--- src/twcc_pkg.sv ---
/*
 package for the typewriter character control block: character codes, register map, fifo sizing.
 assumes a 50 MHz clock and a 32-bit avalon-mm register bus.
*/
`default_nettype none
package twcc_pkg;
    localparam int          CHAR_W       = 7;
    localparam logic [6:0]  CHAR_ZERO    = 7'h00;
    localparam int          XBIT_POS     = 6;
    localparam int          DIGIT_W      = 4;
    localparam int          FIFO_DEPTH   = 32;
    localparam int          ADDR_W       = 4;
    localparam logic [3:0]  REG_CTRL     = 4'h0;
    localparam logic [3:0]  REG_STATUS   = 4'h4;
    localparam logic [3:0]  REG_CHAR     = 4'h8;
    localparam int          CTRL_SUPON   = 0;
    localparam int          CTRL_SUPOFF  = 1;
    localparam int          CTRL_BLACK   = 2;
    localparam int          CTRL_RED     = 3;
    localparam int          CTRL_SPLIT   = 4;
    localparam int          CTRL_CCEXIT  = 5;
    localparam int          CTRL_DELAY   = 6;
    localparam logic [31:0] BAD_ADDR_VAL = 32'hDEADBEEF;
    typedef enum logic [1:0] {
        TWCC_RUN   = 2'b00,
        TWCC_SPLIT = 2'b01,
        TWCC_DELAY = 2'b10
    } twcc_state_t;
endpackage
`default_nettype wire

--- src/twcc_top.sv ---
/*
 typewriter character control: zero suppression, column split, ribbon colour, cycle delay.
 assumes one character per accepted stream beat and panel impulses as one-cycle pulses.
*/
// Local design decisions: the Avalon-MM slave port and the register offsets.
`default_nettype none
module twcc_top (
    // clock and reset
    input  wire logic        clk_i,
    input  wire logic        nrst_i,
    // avalon-mm slave
    input  wire logic [3:0]  avs_address_i,
    input  wire logic        avs_read_i,
    input  wire logic        avs_write_i,
    input  wire logic [31:0] avs_writedata_i,
    output logic      [31:0] avs_readdata_o,
    output logic             avs_waitrequest_o,
    // typewriter track characters
    input  wire logic        trk_valid_i,
    output logic             trk_ready_o,
    input  wire logic [6:0]  trk_char_i,
    // panel impulses
    input  wire logic        supp_on_i,
    input  wire logic        supp_off_i,
    input  wire logic        col_split_i,
    input  wire logic        cc_exit_i,
    input  wire logic        col_entry_i,
    input  wire logic        ribbon_black_i,
    input  wire logic        ribbon_red_i,
    input  wire logic        cycle_delay_in,
    // print mechanism
    output logic             print_valid_o,
    input  wire logic        print_ready_i,
    output logic      [6:0]  print_char_o,
    output logic             ribbon_red_o,
    // panel exits
    output logic             zero_detect_out,
    output logic             zone_bit_out,
    output logic             no_zone_bit_out,
    output logic             col_suspend_o,
    output logic             step_advance_o
);
    localparam int W = twcc_pkg::CHAR_W;

    logic [31:0] pulse;
    logic        f_valid, f_ready;
    logic [W-1:0] f_char;

    // software impulses merge with panel impulses
    logic on_p, off_p, blk_p, red_p, split_p, exit_p, dly_p;
    assign on_p    = supp_on_i      | pulse[twcc_pkg::CTRL_SUPON];
    assign off_p   = supp_off_i     | pulse[twcc_pkg::CTRL_SUPOFF];
    assign blk_p   = ribbon_black_i | pulse[twcc_pkg::CTRL_BLACK];
    assign red_p   = ribbon_red_i   | pulse[twcc_pkg::CTRL_RED];
    assign split_p = col_split_i    | pulse[twcc_pkg::CTRL_SPLIT];
    assign exit_p  = cc_exit_i      | pulse[twcc_pkg::CTRL_CCEXIT];
    assign dly_p   = cycle_delay_in | pulse[twcc_pkg::CTRL_DELAY];

    // the fifo decouples the track from a slow print mechanism
    twcc_fifo #(
        .WIDTH (W),
        .DEPTH (twcc_pkg::FIFO_DEPTH)
    ) u_fifo (
        .clk_i       (clk_i),
        .nrst_i      (nrst_i),
        .in_valid_i  (trk_valid_i),
        .in_ready_o  (trk_ready_o),
        .in_data_i   (trk_char_i),
        .out_valid_o (f_valid),
        .out_ready_i (f_ready),
        .out_data_o  (f_char)
    );

    function automatic logic is_zero(input logic [W-1:0] c);
        return c == twcc_pkg::CHAR_ZERO;
    endfunction

    twcc_pkg::twcc_state_t st_q, st_d;
    logic        arm_q, arm_d;
    logic        supp_q, supp_d;
    logic        red_q, red_d;
    logic        xbit_q, xbit_d;
    logic        digit_q, digit_d;
    logic        pv_q, pv_d;
    logic [W-1:0] pc_q, pc_d;
    logic        zd_q, zd_d, zx_q, zx_d, nzx_q, nzx_d, susp_q, susp_d, adv_q, adv_d;
    logic        take;
    logic [W-1:0] last_q, last_d;

    // characters move only while running and the printer slot is free or being emptied by print_ready_i this cycle
    assign take    = f_valid & (~pv_q | print_ready_i) & (st_q == twcc_pkg::TWCC_RUN);
    assign f_ready = take;

    always_comb begin
        st_d    = st_q;
        arm_d   = on_p;
        supp_d  = supp_q;
        red_d   = red_q;
        xbit_d  = xbit_q;
        digit_d = digit_q;
        pv_d    = pv_q & ~print_ready_i;
        pc_d    = pc_q;
        last_d  = last_q;
        zd_d    = 1'b0;
        zx_d    = 1'b0;
        nzx_d   = 1'b0;
        susp_d  = 1'b0;
        adv_d   = 1'b0;
        if (arm_q) begin
            supp_d = 1'b1;
        end
        if (blk_p) begin
            red_d = 1'b0;
        end
        if (red_p) begin
            red_d = 1'b1;
        end
        if (take) begin
            last_d = f_char;
            if (supp_d & is_zero(f_char)) begin
                zd_d = 1'b1;
            end else begin
                pv_d = 1'b1;
                pc_d = digit_q ? {{(W-twcc_pkg::DIGIT_W){1'b0}},
                                  f_char[twcc_pkg::DIGIT_W-1:0]} : f_char;
                supp_d = 1'b0;
            end
            digit_d = 1'b0;
        end
        if (off_p) begin
            supp_d = 1'b0;
        end
        unique case (st_q)
            twcc_pkg::TWCC_RUN: begin
                if (split_p & ~col_entry_i) begin
                    xbit_d  = take ? f_char[twcc_pkg::XBIT_POS] : last_q[twcc_pkg::XBIT_POS];
                    digit_d = exit_p;
                    st_d    = twcc_pkg::TWCC_SPLIT;
                end else if (dly_p) begin
                    st_d = twcc_pkg::TWCC_DELAY;
                end
            end
            twcc_pkg::TWCC_SPLIT: begin
                susp_d = 1'b1;
                zx_d   = xbit_q;
                nzx_d  = ~xbit_q;
                st_d   = twcc_pkg::TWCC_RUN;
            end
            twcc_pkg::TWCC_DELAY: begin
                adv_d = 1'b1;
                st_d  = twcc_pkg::TWCC_RUN;
            end
            default: st_d = twcc_pkg::TWCC_RUN;
        endcase
    end

    always_ff @(posedge clk_i) begin
        if (!nrst_i) begin
            st_q    <= twcc_pkg::TWCC_RUN;
            arm_q   <= 1'b0;
            supp_q  <= 1'b0;
            red_q   <= 1'b0;
            xbit_q  <= 1'b0;
            digit_q <= 1'b0;
            pv_q    <= 1'b0;
            pc_q    <= '0;
            last_q  <= '0;
            zd_q    <= 1'b0;
            zx_q    <= 1'b0;
            nzx_q   <= 1'b0;
            susp_q  <= 1'b0;
            adv_q   <= 1'b0;
        end else begin
            st_q    <= st_d;
            arm_q   <= arm_d;
            supp_q  <= supp_d;
            red_q   <= red_d;
            xbit_q  <= xbit_d;
            digit_q <= digit_d;
            pv_q    <= pv_d;
            pc_q    <= pc_d;
            last_q  <= last_d;
            zd_q    <= zd_d;
            zx_q    <= zx_d;
            nzx_q   <= nzx_d;
            susp_q  <= susp_d;
            adv_q   <= adv_d;
        end
    end

    assign print_valid_o   = pv_q;
    assign print_char_o    = pc_q;
    assign ribbon_red_o    = red_q;
    assign zero_detect_out = zd_q;
    assign zone_bit_out    = zx_q;
    assign no_zone_bit_out = nzx_q;
    assign col_suspend_o   = susp_q;
    assign step_advance_o  = adv_q;

    twcc_regs u_regs (
        .clk_i         (clk_i),
        .nrst_i        (nrst_i),
        .address_i     (avs_address_i),
        .read_i        (avs_read_i),
        .write_i       (avs_write_i),
        .writedata_i   (avs_writedata_i),
        .readdata_o    (avs_readdata_o),
        .waitrequest_o (avs_waitrequest_o),
        .ctrl_pulse_o  (pulse),
        .status_i      ({26'h0, st_q, red_q, pv_q, supp_q, arm_q}),
        .char_i        ({25'h0, pc_q})
    );

    // a suppressed zero must leave the print slot untouched and pulse the detect exit instead
    zero_blocks_print_a: assert property (@(posedge clk_i) disable iff (!nrst_i)
        take && supp_q && !off_p && is_zero(f_char)
        |=> zero_detect_out && !$rose(print_valid_o) && $stable(print_char_o))
        else $error("zero printed");
    supp_off_now_a: assert property (@(posedge clk_i) disable iff (!nrst_i)
        off_p |=> !supp_q) else $error("suppression not cleared");
    supp_on_delay_a: assert property (@(posedge clk_i) disable iff (!nrst_i)
        on_p && !off_p ##1 !off_p |=> supp_q || zd_q || pv_q) else $error("suppression not armed");
    nonzero_clears_a: assert property (@(posedge clk_i) disable iff (!nrst_i)
        take && !is_zero(f_char) && !arm_q |=> !supp_q) else $error("nonzero kept suppression");
    split_exit_a: assert property (@(posedge clk_i) disable iff (!nrst_i)
        st_q == twcc_pkg::TWCC_SPLIT |=> col_suspend_o && (zone_bit_out ^ no_zone_bit_out)) else $error("split exit");
    ribbon_black_a: assert property (@(posedge clk_i) disable iff (!nrst_i)
        blk_p && !red_p |=> !ribbon_red_o) else $error("black not selected");
    ribbon_red_a: assert property (@(posedge clk_i) disable iff (!nrst_i)
        red_p |=> ribbon_red_o) else $error("red not selected");
    // control must be back in run in the very cycle the step advance pulses
    delay_resume_a: assert property (@(posedge clk_i) disable iff (!nrst_i)
        st_q == twcc_pkg::TWCC_RUN && dly_p && !split_p
        |=> st_q == twcc_pkg::TWCC_DELAY ##1 (step_advance_o && st_q == twcc_pkg::TWCC_RUN))
        else $error("delay did not resume");
endmodule
`default_nettype wire

--- src/twcc_fifo.sv ---
/*
 synchronous fifo with valid/ready on both sides.
 assumes one clock and a synchronous active-low reset.
*/
`default_nettype none
module twcc_fifo #(
    parameter int WIDTH = 8,
    parameter int DEPTH = 32
) (
    // clock and reset
    input  wire logic             clk_i,
    input  wire logic             nrst_i,
    // write side
    input  wire logic             in_valid_i,
    output logic                  in_ready_o,
    input  wire logic [WIDTH-1:0] in_data_i,
    // read side
    output logic                  out_valid_o,
    input  wire logic             out_ready_i,
    output logic      [WIDTH-1:0] out_data_o
);
    localparam int AW = $clog2(DEPTH);
    logic [WIDTH-1:0] mem_q [DEPTH];
    logic [AW:0]      wp_q, wp_d, rp_q, rp_d;
    logic             push, pop;

    assign in_ready_o  = (wp_q - rp_q) != (AW+1)'(DEPTH);
    assign out_valid_o = wp_q != rp_q;
    assign push        = in_valid_i & in_ready_o;
    assign pop         = out_valid_o & out_ready_i;
    assign out_data_o  = mem_q[rp_q[AW-1:0]];

    always_comb begin
        wp_d = push ? wp_q + 1'b1 : wp_q;
        rp_d = pop  ? rp_q + 1'b1 : rp_q;
    end

    always_ff @(posedge clk_i) begin
        if (!nrst_i) begin
            wp_q <= '0;
            rp_q <= '0;
        end else begin
            wp_q <= wp_d;
            rp_q <= rp_d;
        end
        if (push) begin
            mem_q[wp_q[AW-1:0]] <= in_data_i;
        end
    end
endmodule
`default_nettype wire

--- src/twcc_regs.sv ---
/*
 avalon-mm slave for control pulses and status of the typewriter character control.
 assumes a master that holds its request until waitrequest is low; answers in the cycle after the request.
*/
`default_nettype none
module twcc_regs (
    // clock and reset
    input  wire logic        clk_i,
    input  wire logic        nrst_i,
    // avalon-mm slave
    input  wire logic [3:0]  address_i,
    input  wire logic        read_i,
    input  wire logic        write_i,
    input  wire logic [31:0] writedata_i,
    output logic      [31:0] readdata_o,
    output logic             waitrequest_o,
    // block side
    output logic      [31:0] ctrl_pulse_o,
    input  wire logic [31:0] status_i,
    input  wire logic [31:0] char_i
);
    logic        ack_q, ack_d;
    logic [31:0] rd_q, rd_d;
    logic [31:0] pulse_q, pulse_d;

    // one wait cycle gives registered read data
    assign waitrequest_o = (read_i | write_i) & ~ack_q;
    assign readdata_o    = rd_q;
    assign ctrl_pulse_o  = pulse_q;

    always_comb begin
        ack_d   = (read_i | write_i) & ~ack_q;
        rd_d    = rd_q;
        pulse_d = '0;
        if (read_i & ~ack_q) begin
            unique case (address_i)
                twcc_pkg::REG_CTRL:   rd_d = '0;
                twcc_pkg::REG_STATUS: rd_d = status_i;
                twcc_pkg::REG_CHAR:   rd_d = char_i;
                default:              rd_d = twcc_pkg::BAD_ADDR_VAL;
            endcase
        end
        if (write_i & ack_q & (address_i == twcc_pkg::REG_CTRL)) begin
            pulse_d = writedata_i;
        end
    end

    always_ff @(posedge clk_i) begin
        if (!nrst_i) begin
            ack_q   <= 1'b0;
            rd_q    <= '0;
            pulse_q <= '0;
        end else begin
            ack_q   <= ack_d;
            rd_q    <= rd_d;
            pulse_q <= pulse_d;
        end
    end
endmodule
`default_nettype wire

--- config.mk ---
export PLATFORM = sky130hd
export DESIGN_NAME = twcc_top
export DESIGN_NICKNAME = d
export VERILOG_FILES = /design/src/twcc_pkg.sv /design/src/twcc_top.sv /design/src/twcc_fifo.sv /design/src/twcc_regs.sv
export SDC_FILE = /design/constraint.sdc
export NUM_CORES = 1
export LEC_CHECK = 0
export ABC_AREA = 1
export BUFFER_PORTS_ARGS = -buffer_cell sky130_fd_sc_hd__buf_2
export CAP_MARGIN = 20
export CORE_MARGIN = 1
export CORE_UTILIZATION = 40
export DETAILED_ROUTE_END_ITERATION = 7
export GPL_TIMING_DRIVEN = 0
export SLEW_MARGIN = 10
export SYNTH_ARGS = -nofsm -noshare
export SYNTH_HDL_FRONTEND = slang
export SYNTH_SLANG_ARGS = --single-unit
--- constraint.sdc ---
create_clock -name clk_i -period 6.5 [get_ports clk_i]
set_input_delay 0.325 -clock clk_i [delete_from_list [all_inputs] [get_ports clk_i]]
set_output_delay 0.325 -clock clk_i [all_outputs]
set_load 0.01 [all_outputs]
; ---- Word-level counts from Yosys, hierarchy flattened
; Memories as Yosys holds them, arrays and structs flattened. A register that Yosys moved wholly into a read port is not among the register bits.
; Cells that the tools add are included.
; W data, S select, Z words.
[totals]
word_cells = 93
n_memories = 1
ram_bits = 224
input_bits = 57
out_inout_bits = 48
register_bits = 79
[mem_list]
columns = memory, depth, word_bits, read_ports, rd_ports_with_merged_regs, wr, line_no
row1 = u_fifo.mem_q, 32, 7, 1, 1, 1, twcc_fifo.sv:23  ; logic [WIDTH-1:0] mem_q [DEPTH];
[op_classes]
reduce_logical = 13
eq_ne = 6
bitwise = 28
mux = 22
n_addsub = 3
[ops]
columns = cell, n
row1 = $pmux W32 S3, 1
row2 = $mux W1, 18
row3 = $add A6 B1 Y6 const B, 2
row4 = $reduce_and A2 Y1, 6
row5 = $and A1 B1 Y1, 11
row6 = $mux W5, 2
row7 = $or A1 B1 Y1, 9
row8 = $not A1 Y1, 8
row9 = $logic_not A7 Y1, 1
row10 = $mux W7, 1
row11 = $ne A6 B6 Y1, 1
row12 = $ne A6 B6 Y1 const B, 1
row13 = $sub A6 B6 Y6, 1
row14 = $eq A4 B3 Y1 const B, 1
row15 = $eq A4 B4 Y1 const B, 1
row16 = $logic_not A4 Y1, 1
row17 = $reduce_bool A2 Y1, 2
row18 = $reduce_or A3 Y1, 1
row19 = $eq A2 B1 Y1 const B, 1
row20 = $eq A2 B2 Y1 const B, 1
row21 = $logic_not A2 Y1, 1
row22 = $reduce_or A2 Y1, 1

; ---- Depth between registers and ports, before layout
[depth]
word_depth = 7
mapped_depth = 18
ltp_nobuf = 15

; ---- By module
; From an unflattened synthesis, not the netlist that was laid out.
[unflattened]
cells_unflattened = 1279
hier_area_um2 = 13777.0
[modules_own_cells]
columns = module, seq_area_each_um2, instances, cells_each, area_per_inst_um2
row1 = twcc_fifo, 7066.8, 1, 806, 10202.3
row2 = twcc_regs, 1301.2, 1, 357, 2641.3
row3 = twcc_top, 420.4, 1, 116, 933.4

; ---- Worst setup path after synthesis
; OpenSTA, ideal clock, no wires.
[synth_path]
kind = reg-to-reg
start = reg u_fifo.rp_q[1]
end = mem u_fifo.mem_q[31][0] (netlist bit), enable pin
path_stages_with_launch = 12
arrival_time_ns = 2.459
path_buffers = 0
path_slack_ns = 3.661
setup_ns = 0.380
synth_period_minus_slack_ns = 2.839
t_required_ns = 6.120
cell_sequence = dfxtp_1 inv_1 ha_1 a21oi_1 o21ai_0 a21oi_1 xor2_1 nand3_1 nand2_2 inv_1 nand2_1 nor3_1
[synth_via]
elab_chain_cells = 5
[synth_rtl]
columns = item, line_no
row1 = "start, declared", twcc_fifo.sv:24  ; logic [AW:0] wp_q, wp_d, rp_q, rp_d;
row2 = "start signal, assigned", twcc_fifo.sv:44  ; rp_q <= rp_d;
row3 = $sub A6 B6 Y6, twcc_fifo.sv:27  ; assign in_ready_o = (wp_q - rp_q) != (AW+1)'(DEPTH);
row4 = $ne A6 B6 Y1, twcc_fifo.sv:27
row5 = via trk_ready_o, twcc_top.sv:20  ; output logic trk_ready_o,
row6 = $and A1 B1 Y1, twcc_fifo.sv:29  ; assign push = in_valid_i & in_ready_o;
row7 = $mux W1, twcc_fifo.sv:46  ; if (push) begin
row8 = $mux W1 (implied by the code), twcc_fifo.sv:47  ; mem_q[wp_q[AW-1:0]] <= in_data_i;
row9 = "end, declared", twcc_fifo.sv:23
; The timed path passes the listed nets, and every way through them passes these cells.

; ---- Worst setup path after layout
[layout_path]
start = reg u_fifo.wp_q[0]
end = mem u_fifo.mem_q[28][6] (netlist bit), enable pin
[layout_via]
elab_chain_cells = 5
[layout_rtl]
columns = item, line_no
row1 = "start, declared", twcc_fifo.sv:24
row2 = "start signal, assigned", twcc_fifo.sv:43  ; wp_q <= wp_d;
row3 = $sub A6 B6 Y6, twcc_fifo.sv:27
row4 = $ne A6 B6 Y1, twcc_fifo.sv:27
row5 = $and A1 B1 Y1, twcc_fifo.sv:29
row6 = $mux W1, twcc_fifo.sv:46
row7 = $mux W1 (implied by the code), twcc_fifo.sv:47
; Several ways; a longest one is shown, not always the timed one.

==> results.yml <==
critical_path:
  cp.arrival_ns: 3.75
  reg2reg_from: "u_fifo.wp_q[0]"
  reg2reg_depth: 12
  rrSetupSlack_ns: 2.90
  cp_max_fo: 10
  rr_endpoint: "u_fifo.mem_q[28][6]"
  crit_type: "flop to flop"
  worstSetupStartpointType: "flop"
  end_kind: "flop"
  required_ns: 6.65
timing:
  rsz0062_at_grt: "false"
  setup_viol: 0
  finalSetupTns_ns: 0
  fin_ws_ns: 2.90
  max_freq_ghz: 0.278
  hold_viol_final: 0
  slew-limit-headroom: 0.218
  min_period_over_period: 0.554
  fin_skew_ns: 0.0287
  report.final.slew_viol_count: 0
  tightest_slew_ns: 1.17
  finalCriticalPeriod_ns: 3.60
status:
  run_status: "complete, no violations"
clock_network:
  root_buffer: "clkbuf_16"
  cts_max_level: 1
  cts-buffers-inserted: 28
  clk_path_buf_depth: 3
  clock_sinks: 278
  cts_tree: "yes"
  clkLatencyLatePin_ns: 0.56
  clk_pin_slew_worst_paths_ns: 0.06
finish:
  syn_to_final_growth_pct: 15.4
  final_layout_size_suffix_gt1_frac: 0.139
  layout.nets: 1293
  design_area_sq_um: 13400
  fin_util: 0.469
  diodes: 0
hold_path:
  min_path_type: "input port to flop"
  hold_start: "supp_on_i"
  hold_depth: 3
  holdPathEnd: "arm_q"
power:
  ir_drop_v: 0.000252
  p_per_area_nw_per_um2: 357
  cellLeakagePower_nw: 5.24
route:
  wirelength_microns: 31400
  highest_layer: "met4"
  vias: 8280
  viasPerCell: 5.08
  ant_nets: 0
  wl_per_cell_microns: 19.2
  dr.pass1.iters: 5
  routed-wl-met2_microns: 14600
  wirelength_met1_microns: 13600
  route.detailed.drc: 0
  dr_wl_met3_microns: 2400
  drt_iter0_markers: 798
logic_synthesis:
  synth-edff-count: 224
  yosys_most_used_dff: "edfxtp_1"
  synthTopCellsByCount: "nand2_1, edfxtp_1, nand3_1"
  post-synth-top-area-fraction: 0.577
  postSynth.asyncResetShare: 0
  synth-seq-cells: 278
  synth_area_leaders: "edfxtp_1, nand2_1, dfxtp_1"
  seq_area_frac_synth: 0.670
  postSynthAreaPerCell_sq_um: 10.5
  yosysTopAreaCell: "edfxtp_1"
  yosysMostFrequentCell: "nand2_1"
  syn-instance-count: 1111
  yosysWarnings: 0
  netlist_area_sq_um: 11700
  yosysUniqueCellTypes: 33
global_route:
  overflow: 0
  grt_pass1_vias: 7748
  grt_pass1_wl_microns: 47100
  grt_max_degree: 33
  antenna_found_initial: 0
  grt_util_all_layers: 0.210
place:
  place_hpwl_microns: 21400
  pre_cts_ws_ns: 2.96
  gp_congestion: 0.867
  io_buffer_count: 71
  dpl-instance-area_sq_um: 12500
floorplanning:
  die_h_microns: 173
  row_count: 62
  start_util: 0.406
  boundaryPins: 105
  dieArea_sq_um: 29800
  core_region_area_sq_um: 28700
  die_w_microns: 173
run:
  max_cap_viol_count: 0
-- registers in the layout, indices dropped and copies added (netlist names), 2 cells and up, named ones only --
signal and cells:
u_fifo.mem_q 224, u_regs.readdata_o 8, print_char_o 7, u_regs.ctrl_pulse_o 7, u_fifo.rp_q 6, u_fifo.wp_q 6
st_q 2
-- cell families (layout without fill, tap and decap cells) --
| kind of cell | Yosys count | count (layout) | synth area share |
|---|---|---|---|
| other | 1 | 7 | 0.000322 |
| adders and majority gates | 10 | 10 | 0.0107 |
| buffers and inverters | 124 | 252 | 0.0571 |
| DFF | 278 | 278 | 0.670 |
| xor gates and xnor gates | 9 | 9 | 0.00676 |
| and+or+nand+nor | 642 | 642 | 0.233 |
| AOI/OAI and AO/OA | 47 | 47 | 0.0222 |
-- how the worst max path moves through the flow --
stage / from / endpoint / slack [ns] / cells past startpoint
after global placement: u_fifo.wp_q[0] / u_fifo.mem_q[31][3] / 2.64 / 12
after floorplan: u_fifo.rp_q[1] / u_fifo.mem_q[31][0] / 3.66 / 11
after global routing: u_fifo.rp_q[1] / u_fifo.mem_q[28][2] / 2.73 / 11
final: u_fifo.wp_q[0] / u_fifo.mem_q[28][6] / 2.90 / 12
after detailed placement: u_fifo.wp_q[0] / u_fifo.mem_q[28][3] / 2.96 / 12
after CTS: u_fifo.wp_q[0] / u_fifo.mem_q[28][6] / 2.94 / 12
-- worst max-delay path, stage by stage, from the launching register on --
cell,delay [ns]
dfxtp_1,0.43
inv_1,0.15
ha_1,0.20
inv_1,0.05
a21oi_1,0.09
o21ai_0,0.29
a21oi_1,0.13
xor2_1,0.16
nand3_1,0.14
nand2_2,0.15
inv_1,0.20
nand2_1,0.27
nor2_1,0.96
-- layer usage --
| layer | GRT usage | up-vias |
|---|---|---|
| met5 | 0 | - |
| met4 | 0.0601 | 0 |
| met3 | 0.0264 | 53 |
| met2 | 0.343 | 310 |
| met1 | 0.294 | 3929 |
| li1 | - | 3988 |
-- area by class of cell --
class | instances | area (sq um)
Sequential cell | 278 | 7810
Inverter | 48 | 180
Buffer | 76 | 485
Clock buffer | 34 | 723
Fill cell | 2703 | 15300
Tap cell | 384 | 480
Clock inverter | 15 | 130
Multi-Input combinational cell | 715 | 3210
Timing Repair Buffer | 79 | 433
-- power by group --
| part | internal [mW] | switching [mW] |
|---|---|---|
| logic | 0.382 | 0.873 |
| clock network | 0.866 | 0.657 |
| registers | 1.99 | 0.0382 |
-- placed cells by master (no fill, tap or decap), types with 2 or more instances in the layout --
cell type and count:
clkinv_1 9, xnor2_1 3, nand4_1 2, conb_1 7, a21oi_1 27, inv_2 2
o21ai_0 10, buf_1 7, nor3_1 13, dlygate4sd3_1 7, dfxtp_1 54, edfxtp_1 224
buf_6 10, buf_2 93, nor2_2 2, buf_4 27, xor2_1 6, bufinv_16 2
nor2_1 73, o211ai_1 7, nand2_1 343, clkinv_2 2, nor4_1 2, ha_1 10
nand3_1 200, inv_1 45, clkbuf_1 17, clkbuf_16 28
-- repair_timing --
item	4_1_cts	5_1_grt
setup endpoints to repair	0	0
hold endpoints to repair	7	0
hold buffers	7	0
buffers inserted	0	0
gates resized for setup	0	0
-- per-stage QoR --
stage | power [mW] | instances | hold WS, ns
finish | 4.80 | 1629 | 0.0156
global placement | 3.29 | 1572 | 0.421
detailed placement | 3.30 | 1573 | 0.430
floorplan | 2.85 | 1117 | 0.401
global route | 5.01 | 1629 | 0.0310
CTS | 4.81 | 1629 | 0.00277
Power figures use the tool's default switching activity.
